`src/rtl/tpc_pkg.sv`:
```
// tpc_pkg: shared constants for the 16-bit timer with capture and phase-correct pwm
// assumes a byte-wide register port, one 100 MHz clock
`default_nettype none
package tpc_pkg;
   // byte register offsets on the plain register port
   localparam logic [3:0] ADDR_CTRL_A    = 4'h0;
   localparam logic [3:0] ADDR_CTRL_B    = 4'h1;
   localparam logic [3:0] ADDR_CNT_LOW   = 4'h2;
   localparam logic [3:0] ADDR_CNT_HIGH  = 4'h3;
   localparam logic [3:0] ADDR_CMPA_LOW  = 4'h4;
   localparam logic [3:0] ADDR_CMPA_HIGH = 4'h5;
   localparam logic [3:0] ADDR_CMPB_LOW  = 4'h6;
   localparam logic [3:0] ADDR_CMPB_HIGH = 4'h7;
   localparam logic [3:0] ADDR_CAP_LOW   = 4'h8;
   localparam logic [3:0] ADDR_CAP_HIGH  = 4'h9;
   localparam logic [3:0] ADDR_FLAGS     = 4'hA;
   localparam logic [3:0] ADDR_IRQ_EN    = 4'hB;
   // control a fields
   localparam int OUT_A_MODE_POS  = 6;
   localparam int OUT_B_MODE_POS  = 4;
   localparam int PWM_SEL_POS     = 0;
   // control b fields
   localparam int EDGE_SEL_POS    = 6;
   localparam int CLR_MATCH_POS   = 3;
   localparam int PRESCALE_POS    = 0;
   // flag and enable bit positions
   localparam int FLAG_OVF_POS    = 0;
   localparam int FLAG_CMPA_POS   = 1;
   localparam int FLAG_CMPB_POS   = 2;
   localparam int FLAG_CAP_POS    = 3;
   localparam int GLOBAL_EN_POS   = 7;
   // reset values
   localparam logic [7:0]  CTRL_RESET  = 8'h00;
   localparam logic [15:0] WORD_RESET  = 16'h0000;
   // pwm top values
   localparam logic [15:0] TOP_8BIT   = 16'h00FF;
   localparam logic [15:0] TOP_9BIT   = 16'h01FF;
   localparam logic [15:0] TOP_10BIT  = 16'h03FF;
   // prescale divisors, terminal counts of the divider
   localparam logic [9:0] DIV8_LAST    = 10'h007;
   localparam logic [9:0] DIV64_LAST   = 10'h03F;
   localparam logic [9:0] DIV256_LAST  = 10'h0FF;
   localparam logic [9:0] DIV1024_LAST = 10'h3FF;
   typedef enum logic [2:0]
   {
      TPC_CS_STOP = 3'h0, TPC_CS_DIV1 = 3'h1, TPC_CS_DIV8 = 3'h2, TPC_CS_DIV64 = 3'h3,
      TPC_CS_DIV256 = 3'h4, TPC_CS_DIV1024 = 3'h5, TPC_CS_EXT_FALL = 3'h6, TPC_CS_EXT_RISE = 3'h7
   } tpc_prescale_type;
   typedef enum logic [1:0]
   {
      TPC_PWM_OFF = 2'h0, TPC_PWM_8 = 2'h1, TPC_PWM_9 = 2'h2, TPC_PWM_10 = 2'h3
   } tpc_pwm_type;
   // one-hot count direction
   typedef enum logic [1:0]
   {
      TPC_DIR_UP = 2'b01, TPC_DIR_DOWN = 2'b10
   } tpc_dir_type;
endpackage : tpc_pkg
`default_nettype wire

```
`src/rtl/tpc_timer.sv`:
```
// tpc_timer: 16-bit timer with input capture, shared shadow byte and dual phase-correct pwm
// assumes a byte register port, strobes one cycle, pins synchronous to ref_clk
// Behaviour
// - selected capture edge copies counter, sets flag
// - capture value sixteen bits, read-only, reset zero
// - low read returns byte, parks high byte
// - pwm counts up to top, down
// - top 255, 511 or 1023 by resolution
// - pwm match on ten low compare bits, all sixteen otherwise
// - mode 10 non-inverted, 11 inverted, else off
// - pwm compare writes latched at top
// - pending compare reads return holding value
// - zero or undivided top compare gives constant output
// - top compare undivided gives no pulse
// - top compare divided gives full-period pulse
// - overflow flag set leaving zero in pwm, wrapping past all ones otherwise
// - flags request interrupt with both enables
// - edge select zero falling, one rising
// - three-bit clock select chooses source
// - clear-on-match ignored in pwm mode
`timescale 1ns/1ns
`default_nettype none
module tpc_timer
(
   input  wire logic       ref_clk,
   input  wire logic       rst,
   input  wire logic [3:0] reg_addr,
   input  wire logic [7:0] reg_wdata,
   input  wire logic       reg_write,
   input  wire logic       reg_read,
   output logic [7:0]      reg_rdata,
   input  wire logic       capture_input_pin,
   input  wire logic       ext_clk_pin,
   output logic            compare_a_output,
   output logic            compare_a_output_en,
   output logic            compare_b_output,
   output logic            compare_b_output_en,
   output logic            irq
);
   logic [7:0]  timer_control_a_reg;
   logic [7:0]  timer_control_b_reg;
   logic [15:0] counter_value_reg;
   logic [15:0] counter_value_next;
   logic [15:0] compare_a_value_reg;
   logic [15:0] compare_b_value_reg;
   logic [15:0] hold_a_reg;
   logic [15:0] hold_b_reg;
   logic [15:0] capture_value_reg;
   logic [7:0]  shadow_reg;
   logic [7:0]  rdata_reg;
   logic [3:0]  flags_reg;
   logic [7:0]  irq_en_reg;
   logic        cap_pin_reg;
   logic        out_a_reg;
   logic        out_b_reg;
   logic        match_a_reg;
   logic        match_b_reg;
   logic        a_top_armed_reg;
   logic        b_top_armed_reg;
   tpc_pkg::tpc_dir_type dir_reg;
   tpc_pkg::tpc_dir_type dir_next;

   logic        tick;
   logic [1:0]  pwm_sel;
   logic        pwm_on;
   logic [15:0] top;
   logic [2:0]  prescale;
   logic        undivided;
   logic        cap_edge;
   logic        at_top;
   logic        at_zero;
   logic        going_up;
   logic        match_a_now;
   logic        match_b_now;
   logic        ovf_event;
   logic        wr_cnt_low;
   logic        wr_cmpa_low;
   logic        wr_cmpb_low;
   logic        wr_high;
   logic        rd_low16;
   logic [15:0] rd_word;
   logic [7:0]  rd_byte;
   logic [1:0]  mode_a;
   logic [1:0]  mode_b;
   logic [3:0]  flag_set;
   logic [3:0]  flag_clr;
   logic        up_a_now;
   logic        up_b_now;
   logic        top_a;
   logic        top_b;

   // pwm top for the selected resolution
   function automatic logic [15:0] top_of(input logic [1:0] sel);
      case (sel)
         tpc_pkg::TPC_PWM_8:  top_of = tpc_pkg::TOP_8BIT;
         tpc_pkg::TPC_PWM_9:  top_of = tpc_pkg::TOP_9BIT;
         default:             top_of = tpc_pkg::TOP_10BIT;
      endcase
   endfunction : top_of

   // next pin level on a match; mode 10 clears going up, 11 sets going up
   function automatic logic pin_on_match(input logic [1:0] mode, input logic up);
      pin_on_match = mode[0] ? up : ~up;
   endfunction : pin_on_match

   tpc_prescaler u_prescaler
   (
      .ref_clk               (ref_clk),
      .rst                   (rst),
      .clock_prescale_select (prescale),
      .ext_clk_pin           (ext_clk_pin),
      .tick                  (tick)
   );

   assign pwm_sel   = timer_control_a_reg[tpc_pkg::PWM_SEL_POS +: 2];
   assign pwm_on    = (pwm_sel != tpc_pkg::TPC_PWM_OFF);
   assign top       = top_of(pwm_sel);
   assign mode_a    = timer_control_a_reg[tpc_pkg::OUT_A_MODE_POS +: 2];
   assign mode_b    = timer_control_a_reg[tpc_pkg::OUT_B_MODE_POS +: 2];
   assign prescale  = timer_control_b_reg[tpc_pkg::PRESCALE_POS +: 3];
   assign undivided = (prescale == tpc_pkg::TPC_CS_DIV1);
   assign at_top    = (counter_value_reg == top);
   assign at_zero   = (counter_value_reg == 16'h0000);
   assign going_up  = (dir_reg == tpc_pkg::TPC_DIR_UP);

   // edge select picks which transition of the pin captures
   assign cap_edge = timer_control_b_reg[tpc_pkg::EDGE_SEL_POS] ?
                     (capture_input_pin & ~cap_pin_reg) :
                     (~capture_input_pin & cap_pin_reg);

   // matches only when the counter steps onto the value, never on a software preset
   assign match_a_now = tick & (counter_value_next == compare_a_value_reg) &
                        (counter_value_next != counter_value_reg);
   assign match_b_now = tick & (counter_value_next == compare_b_value_reg) &
                        (counter_value_next != counter_value_reg);

   // a zero compare is only met at the bottom turn, which acts as an up match
   assign up_a_now = (dir_next == tpc_pkg::TPC_DIR_UP) | (compare_a_value_reg == 16'h0000);
   assign up_b_now = (dir_next == tpc_pkg::TPC_DIR_UP) | (compare_b_value_reg == 16'h0000);
   assign top_a    = (compare_a_value_reg == top);
   assign top_b    = (compare_b_value_reg == top);

   // overflow: leaving zero in pwm, wrapping past all ones otherwise
   assign ovf_event = tick & (pwm_on ? at_zero : (counter_value_reg == 16'hFFFF));

   // counter and direction
   always_comb
   begin
      counter_value_next = counter_value_reg;
      dir_next           = dir_reg;
      if (tick)
      begin
         if (pwm_on)
         begin
            // clear-on-match has no say here
            if (at_top)
            begin
               counter_value_next = counter_value_reg - 16'h0001;
               dir_next           = tpc_pkg::TPC_DIR_DOWN;
            end
            else if (at_zero)
            begin
               counter_value_next = 16'h0001;
               dir_next           = tpc_pkg::TPC_DIR_UP;
            end
            else if (going_up)
               counter_value_next = counter_value_reg + 16'h0001;
            else
               counter_value_next = counter_value_reg - 16'h0001;
         end
         else if (timer_control_b_reg[tpc_pkg::CLR_MATCH_POS] && match_a_reg)
            counter_value_next = 16'h0000;
         else
            counter_value_next = counter_value_reg + 16'h0001;
      end
   end

   // register access decode
   assign wr_cnt_low  = reg_write & (reg_addr == tpc_pkg::ADDR_CNT_LOW);
   assign wr_cmpa_low = reg_write & (reg_addr == tpc_pkg::ADDR_CMPA_LOW);
   assign wr_cmpb_low = reg_write & (reg_addr == tpc_pkg::ADDR_CMPB_LOW);
   assign wr_high     = reg_write & ((reg_addr == tpc_pkg::ADDR_CNT_HIGH) |
                        (reg_addr == tpc_pkg::ADDR_CMPA_HIGH) | (reg_addr == tpc_pkg::ADDR_CMPB_HIGH));
   assign rd_low16    = reg_read & ((reg_addr == tpc_pkg::ADDR_CNT_LOW) |
                        (reg_addr == tpc_pkg::ADDR_CMPA_LOW) | (reg_addr == tpc_pkg::ADDR_CMPB_LOW) |
                        (reg_addr == tpc_pkg::ADDR_CAP_LOW));

   // compare reads show the holding word, so the last write reads back
   assign rd_word = (reg_addr == tpc_pkg::ADDR_CNT_LOW)  ? counter_value_reg :
                    (reg_addr == tpc_pkg::ADDR_CMPA_LOW) ? hold_a_reg :
                    (reg_addr == tpc_pkg::ADDR_CMPB_LOW) ? hold_b_reg :
                    capture_value_reg;

   always_comb
   begin
      case (reg_addr)
         tpc_pkg::ADDR_CTRL_A:    rd_byte = timer_control_a_reg;
         tpc_pkg::ADDR_CTRL_B:    rd_byte = timer_control_b_reg & 8'h4F;
         tpc_pkg::ADDR_CNT_LOW,
         tpc_pkg::ADDR_CMPA_LOW,
         tpc_pkg::ADDR_CMPB_LOW,
         tpc_pkg::ADDR_CAP_LOW:   rd_byte = rd_word[7:0];
         tpc_pkg::ADDR_CNT_HIGH,
         tpc_pkg::ADDR_CMPA_HIGH,
         tpc_pkg::ADDR_CMPB_HIGH,
         tpc_pkg::ADDR_CAP_HIGH:  rd_byte = shadow_reg;
         tpc_pkg::ADDR_FLAGS:     rd_byte = {4'h0, flags_reg};
         tpc_pkg::ADDR_IRQ_EN:    rd_byte = irq_en_reg & 8'h8F;
         default:                 rd_byte = 8'h00;
      endcase
   end

   // flags: write one to clear, a same-cycle event wins
   assign flag_set = {cap_edge, match_b_now, match_a_now, ovf_event};
   assign flag_clr = (reg_write && reg_addr == tpc_pkg::ADDR_FLAGS) ? reg_wdata[3:0] : 4'h0;

   always_ff @(posedge ref_clk or posedge rst)
   begin
      if (rst)
      begin
         timer_control_a_reg <= tpc_pkg::CTRL_RESET;
         timer_control_b_reg <= tpc_pkg::CTRL_RESET;
         irq_en_reg          <= tpc_pkg::CTRL_RESET;
         shadow_reg          <= tpc_pkg::CTRL_RESET;
         rdata_reg           <= tpc_pkg::CTRL_RESET;
         flags_reg           <= 4'h0;
      end
      else
      begin
         if (reg_write && reg_addr == tpc_pkg::ADDR_CTRL_A)
            timer_control_a_reg <= reg_wdata;
         if (reg_write && reg_addr == tpc_pkg::ADDR_CTRL_B)
            timer_control_b_reg <= reg_wdata;
         if (reg_write && reg_addr == tpc_pkg::ADDR_IRQ_EN)
            irq_en_reg <= reg_wdata;
         if (rd_low16)
            shadow_reg <= rd_word[15:8];
         else if (wr_high)
            shadow_reg <= reg_wdata;
         if (reg_read)
            rdata_reg <= rd_byte;
         flags_reg <= (flags_reg & ~flag_clr) | flag_set;
      end
   end

   // counter, capture and compare words
   always_ff @(posedge ref_clk or posedge rst)
   begin
      if (rst)
      begin
         counter_value_reg   <= tpc_pkg::WORD_RESET;
         capture_value_reg   <= tpc_pkg::WORD_RESET;
         compare_a_value_reg <= tpc_pkg::WORD_RESET;
         compare_b_value_reg <= tpc_pkg::WORD_RESET;
         hold_a_reg          <= tpc_pkg::WORD_RESET;
         hold_b_reg          <= tpc_pkg::WORD_RESET;
         dir_reg             <= tpc_pkg::TPC_DIR_UP;
         cap_pin_reg         <= 1'b0;
      end
      else
      begin
         cap_pin_reg <= capture_input_pin;
         dir_reg     <= dir_next;
         if (wr_cnt_low)
            counter_value_reg <= {shadow_reg, reg_wdata};
         else
            counter_value_reg <= counter_value_next;
         if (cap_edge)
            capture_value_reg <= counter_value_reg;
         if (wr_cmpa_low)
            hold_a_reg <= {shadow_reg, reg_wdata};
         if (wr_cmpb_low)
            hold_b_reg <= {shadow_reg, reg_wdata};
         // pwm compares only take the held ten bits at top, avoiding odd pulses
         if (!pwm_on || (tick && at_top))
         begin
            compare_a_value_reg <= pwm_on ? {6'h00, hold_a_reg[9:0]} : hold_a_reg;
            compare_b_value_reg <= pwm_on ? {6'h00, hold_b_reg[9:0]} : hold_b_reg;
         end
      end
   end

   // output pins; top compare with a divider arms the up match until top recurs
   always_ff @(posedge ref_clk or posedge rst)
   begin
      if (rst)
      begin
         out_a_reg       <= 1'b0;
         out_b_reg       <= 1'b0;
         match_a_reg     <= 1'b0;
         match_b_reg     <= 1'b0;
         a_top_armed_reg <= 1'b0;
         b_top_armed_reg <= 1'b0;
      end
      else
      begin
         // a divided tick comes later, so the a match waits for it; the b match is kept one cycle only
         match_a_reg <= match_a_now | (match_a_reg & ~tick);
         match_b_reg <= match_b_now;
         if (pwm_on && mode_a[1] && match_a_now)
         begin
            if (top_a)
            begin
               // undivided: up and down matches coincide, output goes inactive
               if (undivided || a_top_armed_reg)
                  out_a_reg <= pin_on_match(mode_a, 1'b1);
               else
                  out_a_reg <= pin_on_match(mode_a, 1'b0);
               a_top_armed_reg <= ~undivided & ~a_top_armed_reg;
            end
            else
               out_a_reg <= pin_on_match(mode_a, up_a_now);
         end
         if (pwm_on && mode_b[1] && match_b_now)
         begin
            if (top_b)
            begin
               if (undivided || b_top_armed_reg)
                  out_b_reg <= pin_on_match(mode_b, 1'b1);
               else
                  out_b_reg <= pin_on_match(mode_b, 1'b0);
               b_top_armed_reg <= ~undivided & ~b_top_armed_reg;
            end
            else
               out_b_reg <= pin_on_match(mode_b, up_b_now);
         end
      end
   end

   assign compare_a_output    = out_a_reg;
   assign compare_b_output    = out_b_reg;
   assign compare_a_output_en = pwm_on & mode_a[1];
   assign compare_b_output_en = pwm_on & mode_b[1];
   assign reg_rdata           = rdata_reg;
   // request line for the core; global enable and per-flag enables
   assign irq = irq_en_reg[tpc_pkg::GLOBAL_EN_POS] & |(flags_reg & irq_en_reg[3:0]);
endmodule : tpc_timer
`default_nettype wire

```
`src/rtl/tpc_prescaler.sv`:
```
// tpc_prescaler: makes the one-cycle counter tick from the selected clock source
// assumes ext_clk_pin is synchronous to ref_clk
`timescale 1ns/1ns
`default_nettype none
module tpc_prescaler
(
   input  wire logic       ref_clk,
   input  wire logic       rst,
   input  wire logic [2:0] clock_prescale_select,
   input  wire logic       ext_clk_pin,
   output logic            tick
);
   logic [9:0] div_reg;
   logic       ext_reg;
   logic [9:0] last;
   logic       wrap;
   logic       ext_rise;
   logic       ext_fall;

   // free-running divider shared by all divided rates
   assign last = (clock_prescale_select == tpc_pkg::TPC_CS_DIV8)   ? tpc_pkg::DIV8_LAST :
                 (clock_prescale_select == tpc_pkg::TPC_CS_DIV64)  ? tpc_pkg::DIV64_LAST :
                 (clock_prescale_select == tpc_pkg::TPC_CS_DIV256) ? tpc_pkg::DIV256_LAST :
                 tpc_pkg::DIV1024_LAST;
   assign wrap     = ((div_reg & last) == last);
   assign ext_rise = ext_clk_pin & ~ext_reg;
   assign ext_fall = ~ext_clk_pin & ext_reg;

   always_ff @(posedge ref_clk or posedge rst)
   begin
      if (rst)
      begin
         div_reg <= 10'h000;
         ext_reg <= 1'b0;
      end
      else
      begin
         div_reg <= div_reg + 10'h001;
         ext_reg <= ext_clk_pin;
      end
   end

   always_comb
   begin
      case (clock_prescale_select)
         tpc_pkg::TPC_CS_STOP:     tick = 1'b0;
         tpc_pkg::TPC_CS_DIV1:     tick = 1'b1;
         tpc_pkg::TPC_CS_EXT_FALL: tick = ext_fall;
         tpc_pkg::TPC_CS_EXT_RISE: tick = ext_rise;
         default:                  tick = wrap;
      endcase
   end
endmodule : tpc_prescaler
`default_nettype wire

```
`config.mk`:
```
export PLATFORM = sky130hd
export DESIGN_NAME = tpc_timer
export DESIGN_NICKNAME = d
export VERILOG_FILES = /design/src/rtl/tpc_pkg.sv /design/src/rtl/tpc_timer.sv /design/src/rtl/tpc_prescaler.sv
export SDC_FILE = /design/constraint.sdc
export NUM_CORES = 1
export LEC_CHECK = 0
export ABC_AREA = 1
export CORE_MARGIN = 1
export CORE_UTILIZATION = 58
export CTS_CLUSTER_DIAMETER = 80
export CTS_CLUSTER_SIZE = 25
export DETAILED_ROUTE_END_ITERATION = 10
export DONT_BUFFER_PORTS = 1
export GPL_TIMING_DRIVEN = 1
export PLACE_DENSITY = 0.76
export SYNTH_ARGS = -nofsm -noshare
export SYNTH_HDL_FRONTEND = slang
export SYNTH_HIERARCHICAL = 1
export SYNTH_SLANG_ARGS = --single-unit
```
`constraint.sdc`:
```
create_clock -name ref_clk -period 4.5 [get_ports ref_clk]
set_clock_uncertainty 0.1 [all_clocks]
set_input_delay 0.45 -clock ref_clk [delete_from_list [all_inputs] [get_ports ref_clk]]
set_output_delay 0.45 -clock ref_clk [all_outputs]
set_load 0.05 [all_outputs]
```
==> impl_metrics.tcl, run 1 <==
set metrics [dict create \
    layout.cell_area.non_filler_um2 10110 \
    cts_made_buffers 17 \
    hold-worst-slack_ps 45.13 \
    largest_net_degree_at_the_start_of_global_routing 60 \
    critPathCaptureType "register" \
    floorplan.io_pins 31 \
    synth.yosys.seq_area_share_pct 41.05 \
    port_buffers 0 \
    dr_total_vias 9306 \
    critical_path_fanouts_max 12 \
    clk_pin_slew_worst_paths_ps 70 \
    initial_core_util_pct 60.48 \
    timing.max_slew.rel_slack_pct 19.06 \
    floorplan.core_area_um2 15430 \
    holdCritPathClass "input pin to register" \
    grt_antenna_before_repair 0 \
    tritoncts "yes" \
    clock-sinks 153 \
    avgSynthCellArea_um2 7.133 \
    clk-insertion-delay-late_ps 440 \
    irDropWorstVdd_v 0.0003681 \
    synth_cell_types 44 \
    path_class "register to register" \
    globalRoute.totalOverflow 0 \
    htree_levels 4 \
    run_status "finished clean" \
    floorplan.rows 45 \
    power_density_nw_per_um2 614.0 \
    timing.final.crit_period_ps 3487 \
    postCtsSetupBuffers 0 \
    maxCapViolCount 0 \
    startpoint_class "register" \
    first_global_vias 8640 \
    finalSetupViolations 0 \
    antennaDiodeCount 0 \
    hold_path_depth 2 \
    worst_slack_ps 1013 \
    filler_instances 1437 \
    rsz0062_at_grt "false" \
    buffer_cell_driving_the_clock_tree_root "sky130_fd_sc_hd__clkbuf_16" \
    grt_pass1_wl_um 49100 \
    final-hold-violation-count 0 \
    timing.setup.tns_ps 0 \
    share_of_final_layout_standard_cells_stronger_than_drive_strength_1_pct 8.543 \
    mapped_area_um2 9330 \
    timing.reg2reg.worst_path_depth 19 \
    grt_usage_pct 40.64 \
    placed_cells 1487 \
    finalWirelength_um 31820 \
    instances_no_fill 1522 \
    routed_wire_length_per_instance_um 20.91 \
    vias_per_cell 6.114 \
    detailedRoute.firstPassIterationCount 7 \
    die_y_um 128.8 \
    place_worst_setup_slack_ps 1160 \
    cp.required_ps 4720 \
    clock.fmax_ghz 0.2868 \
    power.static_leakage_nw 4.904 \
    yosys_most_used_dff "sky130_fd_sc_hd__dfrtp_1" \
    fp.dieW_um 128.8 \
    synth_edf_count 0 \
    placed_cell_area_um2 9499 \
    drc 0 \
    worst_pin_slew_ps 1206 \
    die_area_um2 16600 \
    area_delta_synth_final_pct 8.314 \
    replace_congestion 1.036 \
    mappedNetlistNets 1333 \
    clk_path_buf_depth 2 \
    drt_iter0_markers 1234 \
    ant_nets 0 \
    final_max_slew_viol_count 0 \
    design.final.nets 1323 \
    post_cts_resize_count 0 \
    place_hpwl_um 23630 \
    final_min_period_over_clock_period_pct 77.48 \
    synth_async_sr_flop_share_pct 100.0 \
    number_of_instances_in_the_synthesized_netlist 1308 \
    yosysWarnings 6 \
    postSynthRegisterBits 153 \
    cp_data_arrival_time_ps 3710 \
]
==> Yosys cell counts (14+ instances only) <==
cell                       count  area, um2
sky130_fd_sc_hd__nand2_1     365       1370
sky130_fd_sc_hd__dfrtp_1     152       3804
sky130_fd_sc_hd__inv_1       148      555.5
sky130_fd_sc_hd__nor2_1      133      499.2
sky130_fd_sc_hd__o21ai_0     110      550.5
sky130_fd_sc_hd__nand3_1     100      500.5
sky130_fd_sc_hd__a21oi_1      43      215.2
sky130_fd_sc_hd__clkbuf_1     26      97.59
sky130_fd_sc_hd__nand2_2      21      131.4
sky130_fd_sc_hd__nand4_1      21      131.4
sky130_fd_sc_hd__xor2_1       19      166.4
sky130_fd_sc_hd__o22ai_1      14      87.58
==> cell families (layout without fill, tap and decap cells) <==
| group | Yosys count | count (layout) | share of synthesized area [%] |
|---|---|---|---|
| AO/OA/AOI/OAI | 222 | 222 | 13.53 |
| XOR/XNOR | 23 | 23 | 2.320 |
| adder cells (fa/ha/maj) | 7 | 7 | 0.9387 |
| buffers and inverters | 198 | 201 | 8.341 |
| flip-flops | 153 | 153 | 41.05 |
| multiplexers | 11 | 11 | 1.314 |
| AND/OR/NAND/NOR | 694 | 694 | 32.51 |
==> routing by layer <==
| metal | part of all wire [%] | GRT usage [%] |
|---|---|---|
| met4 | 3.5 | 15.64 |
| met5 | 0 | 0 |
| met3 | 12 | 8.649 |
| met1 | 40 | 56.76 |
| met2 | 45 | 62.26 |
==> area by class of cell <==
cell class / instances / area (um2) / area share [%]
Clock buffer: 18 / 429.2 / 4.247
Multi-Input combinational cell: 957 / 4725 / 46.75
Inverter: 152 / 575.6 / 5.695
Sequential cell: 153 / 3830 / 37.90
Timing Repair Buffer: 17 / 135.1 / 1.337
Clock inverter: 14 / 147.6 / 1.461
Tap cell: 211 / 264.0 / 2.612
==> report_power, final <==
group	total (mW)	internal, mW	switching [mW]
Combinational	2.40	0.764	1.64
Clock	1.41	0.740	0.669
Sequential	2.39	1.77	0.628
Total	6.21	3.27	2.94
==> stage by stage <==
| stage | utilization [%] | total power, mW |
|---|---|---|
| 5_1_grt | 65.51 | 6.538 |
| 2_1_floorplan | - | 3.957 |
| 3_3_place_gp | 61.57 | 4.692 |
| 6_report | 65.51 | 6.205 |
| 4_1_cts | 65.51 | 6.117 |
| 3_5_place_dp | 61.57 | 4.704 |
==> worst max-delay path: stages (launching register included) <==
cell and delay [ps]:
sky130_fd_sc_hd__dfrtp_1 380, sky130_fd_sc_hd__inv_1 70, sky130_fd_sc_hd__ha_1 310, sky130_fd_sc_hd__buf_4 220, sky130_fd_sc_hd__inv_1 420, sky130_fd_sc_hd__nand2_4 130
sky130_fd_sc_hd__inv_2 240, sky130_fd_sc_hd__nand3_1 170, sky130_fd_sc_hd__nand2_2 140, sky130_fd_sc_hd__nand2_1 130, sky130_fd_sc_hd__nand2_1 80, sky130_fd_sc_hd__nand2_1 40
sky130_fd_sc_hd__nor2_1 90, sky130_fd_sc_hd__nand2_1 90, sky130_fd_sc_hd__nor2_1 140, sky130_fd_sc_hd__nand3_1 150, sky130_fd_sc_hd__nor2_2 170, sky130_fd_sc_hd__nand2_1 90
sky130_fd_sc_hd__nand2_1 110, sky130_fd_sc_hd__o21ai_1 80
==> layout by cell type, fill, tap and decap left out, types with 5 or more instances in the layout <==
master                      Yosys  final
sky130_fd_sc_hd__nand2_1      365    365
sky130_fd_sc_hd__buf_4          2     14
sky130_fd_sc_hd__nor4_1         9      9
sky130_fd_sc_hd__nand2_2       21     21
sky130_fd_sc_hd__a221oi_1       9      9
sky130_fd_sc_hd__nand4_1       21     21
sky130_fd_sc_hd__xor2_1        19     19
sky130_fd_sc_hd__a211oi_1       9      9
sky130_fd_sc_hd__a21oi_1       43     43
sky130_fd_sc_hd__mux2_2        10     10
sky130_fd_sc_hd__nand3_1      100    100
sky130_fd_sc_hd__dfrtp_1      152    152
sky130_fd_sc_hd__clkbuf_16      0     17
sky130_fd_sc_hd__inv_1        148    147
sky130_fd_sc_hd__nor2_2        11     12
sky130_fd_sc_hd__ha_1           7      7
sky130_fd_sc_hd__o22ai_1       14     14
sky130_fd_sc_hd__inv_6          0      7
sky130_fd_sc_hd__o221ai_1       8      8
sky130_fd_sc_hd__nand3_2        8      8
sky130_fd_sc_hd__o31ai_1        5      5
sky130_fd_sc_hd__nor3_1        11     11
sky130_fd_sc_hd__a31oi_1        7      7
sky130_fd_sc_hd__nor2_1       133    132
sky130_fd_sc_hd__o21ai_0      110    110
sky130_fd_sc_hd__o21ai_1        9      9
==> path summary, 6_finish.rpt <==
path / start / endpoint / slack (ps)
min in group asynchronous: rst / u_prescaler/ext_reg / 460
setup / recovery: timer_control_a_reg[0] / compare_b_output / 1010
setup reg to reg: timer_control_a_reg[0] / compare_b_output / 1010
hold / removal: reg_wdata[5] / counter_value_reg[5] / 50
hold reg to reg: u_prescaler/div_reg[0] / u_prescaler/div_reg[0] / 380
max in group asynchronous: rst / timer_control_b_reg[2] / 2800
==> what timing repair did <==
item	in CTS	in global routing
hold buffers	3	0
setup endpoints to repair	0	0
hold endpoints to repair	69	0
(Power assumes the default switching activity.)
==> run 2, diff against run 1 <==
- CORE_UTILIZATION: 58 -> 61
- PLACE_DENSITY: 0.76 -> 0.77
- clock period: 4.5 -> 3.6 ns (I/O delays scaled with it)
==> impl_metrics.tcl, run 2 (synthesized netlist as in run 1, its figures left out) <==
set metrics [dict create \
    power.switching_fraction_pct 45.30 \
    vias_per_cell 6.269 \
    floorplan.core_area_um2 14750 \
    path_class "register to register" \
    final_min_period_over_clock_period_pct 90.27 \
    tritoncts "yes" \
    fp.dieW_um 125.7 \
    sequential_area_um2 3830 \
    seq_power_share_pct 36.4 \
    filler_instances 1262 \
    detailedRoute.firstPassIterationCount 6 \
    drt_iter0_markers 1314 \
    clock.fmax_ghz 0.3077 \
    buffer_cell_driving_the_clock_tree_root "sky130_fd_sc_hd__clkbuf_16" \
    design.final.nets 1342 \
    floorplan.io_pins 31 \
    timing.final.crit_period_ps 3250 \
    die_y_um 125.7 \
    routed_wire_length_per_instance_um 20.85 \
    power.static_leakage_nw 5.013 \
    initial_core_util_pct 63.24 \
    clk-insertion-delay-late_ps 440 \
    htree_levels 4 \
    startpoint_class "register" \
    power_density_nw_per_um2 775.6 \
    first_global_vias 8994 \
    critPathCaptureType "register" \
    critical_path_fanouts_max 24 \
    maxCapViolCount 0 \
    final-hold-violation-count 0 \
    finalWirelength_um 31560 \
    p_int_mw 4.365 \
    rsz0062_at_grt "false" \
    ctsHoldBuffers 11 \
    grt_pass1_wl_um 49510 \
    cp.required_ps 3830 \
    worst_pin_slew_ps 1193 \
    largest_net_degree_at_the_start_of_global_routing 65 \
    cts_made_buffers 17 \
    drc 0 \
    most-common-layout-cells "sky130_fd_sc_hd__nand2_1, sky130_fd_sc_hd__dfrtp_1, sky130_fd_sc_hd__inv_1, sky130_fd_sc_hd__nor2_1, sky130_fd_sc_hd__o21ai_0" \
    grt_antenna_before_repair 0 \
    timing.max_slew.rel_slack_pct 20.27 \
    antennaDiodeCount 0 \
    die_area_um2 15790 \
    floorplan.rows 44 \
    run_status "finished clean" \
    globalRoute.totalOverflow 0 \
    clock-sinks 153 \
    finalSetupViolations 0 \
    share_clk_of_total_power_pct 23.8 \
    clk_path_buf_depth 2 \
    holdCritPathClass "input pin to register" \
    share_comb_of_total_power_pct 39.8 \
    dr_total_vias 9491 \
    irDropWorstVdd_v 0.0004586 \
    area_delta_synth_final_pct 10.27 \
    clk_pin_slew_worst_paths_ps 70 \
    place_hpwl_um 23210 \
    final_max_slew_viol_count 0 \
    replace_congestion 1.049 \
    layout.cells.most_common "sky130_fd_sc_hd__nand2_1" \
    ant_nets 0 \
    post_cts_resize_count 0 \
    grt_usage_pct 42.01 \
    timing.setup.tns_ps 0 \
    multi_input_comb_area_um2 4725 \
    cp_data_arrival_time_ps 3480 \
    port_buffers 0 \
    worst_slack_ps 350.2 \
    fin_total_pwr_mw 7.980 \
    postCtsSetupBuffers 0 \
    place_worst_setup_slack_ps 435.1 \
    total_switching_power_mw 3.615 \
    share_of_final_layout_standard_cells_stronger_than_drive_strength_1_pct 9.248 \
]
-- run 2: changes by cell type in the layout (fill, tap and decap cells not counted), sizes merged --
cell | before | now
buf | 14 | 25
dlygate4sd3 | 3 | 11
inv | 160 | 154
bufinv | 0 | 3
clkbuf | 18 | 20
clkinvlp | 1 | 2
-- run 2: final cells by class --
type,instances,area share (%)
clock buffers,20,4.439
clock inverters,12,1.581
inverters,152,5.582
multi-input cells,957,45.92
flip-flops and latches,153,37.22
well taps,184,2.238
repair buffers,36,3.016
-- run 2: power groups by stage --
| stage | clock [mW] | combinational [mW] | sequential (mW) |
|---|---|---|---|
| floorplan | 0 | 2.34 | 2.60 |
| global placement | 0 | 3.02 | 2.90 |
| detailed placement | 0 | 3.05 | 2.90 |
| CTS | 1.90 | 3.09 | 2.88 |
| global route | 1.97 | 3.49 | 2.95 |
| finish | 1.90 | 3.17 | 2.91 |
-- run 2: per-stage QoR --
stage / util [%] / cell area [um2] / cells / hold slack [ps]
after CTS: 69.73 / 10290 / 1514 / 1.584
after global routing: 69.73 / 10290 / 1514 / 21.77
after floorplan: - / 9334 / 1308 / 112.4
final: 69.73 / 10290 / 1514 / 12.46
after detailed placement: 64.79 / 9559 / 1471 / 162.9
after global placement: 64.79 / 9559 / 1471 / 157.3
-- run 2: worst max-delay path, stage by stage, from the launching register on --
cell and delay (ps):
sky130_fd_sc_hd__dfrtp_1 410, sky130_fd_sc_hd__inv_1 110, sky130_fd_sc_hd__ha_1 300, sky130_fd_sc_hd__inv_1 60, sky130_fd_sc_hd__nand2_1 40, sky130_fd_sc_hd__nor2_1 90
sky130_fd_sc_hd__nand3_1 80, sky130_fd_sc_hd__nand2_1 130, sky130_fd_sc_hd__buf_4 320, sky130_fd_sc_hd__o21ai_0 140, sky130_fd_sc_hd__inv_1 90, sky130_fd_sc_hd__nand2_1 110
sky130_fd_sc_hd__nand2_1 200, sky130_fd_sc_hd__xor2_1 280, sky130_fd_sc_hd__nand3_1 110, sky130_fd_sc_hd__nor2_1 90, sky130_fd_sc_hd__nand3_1 110, sky130_fd_sc_hd__nor2_2 160
sky130_fd_sc_hd__nand3_1 90, sky130_fd_sc_hd__nand2_1 90, sky130_fd_sc_hd__nand2_1 50
-- run 2: worst paths after layout --
check                                  startpoint                      to  slack, ps  cells past startpoint
hold reg to reg            u_prescaler/div_reg[0]  u_prescaler/div_reg[0]        370                      1
min in group asynchronous                     rst  u_prescaler/div_reg[5]        320                      2
max in group asynchronous                     rst  timer_control_a_reg[4]       1920                      3
hold / removal                       reg_wdata[2]           shadow_reg[2]         10                      2
setup reg to reg           timer_control_b_reg[2]         a_top_armed_reg        350                     20
setup / recovery           timer_control_b_reg[2]         a_top_armed_reg        350                     20
-- run 2: routing by layer --
layer  vias to the layer above  wire (um)  track usage (%)
met2                       673      13470            63.30
met1                      4365      12450            55.27
met4                         0       2041            26.54
met3                       152       3597            9.261
met5                         -          0                0
li1                       4301          -                -
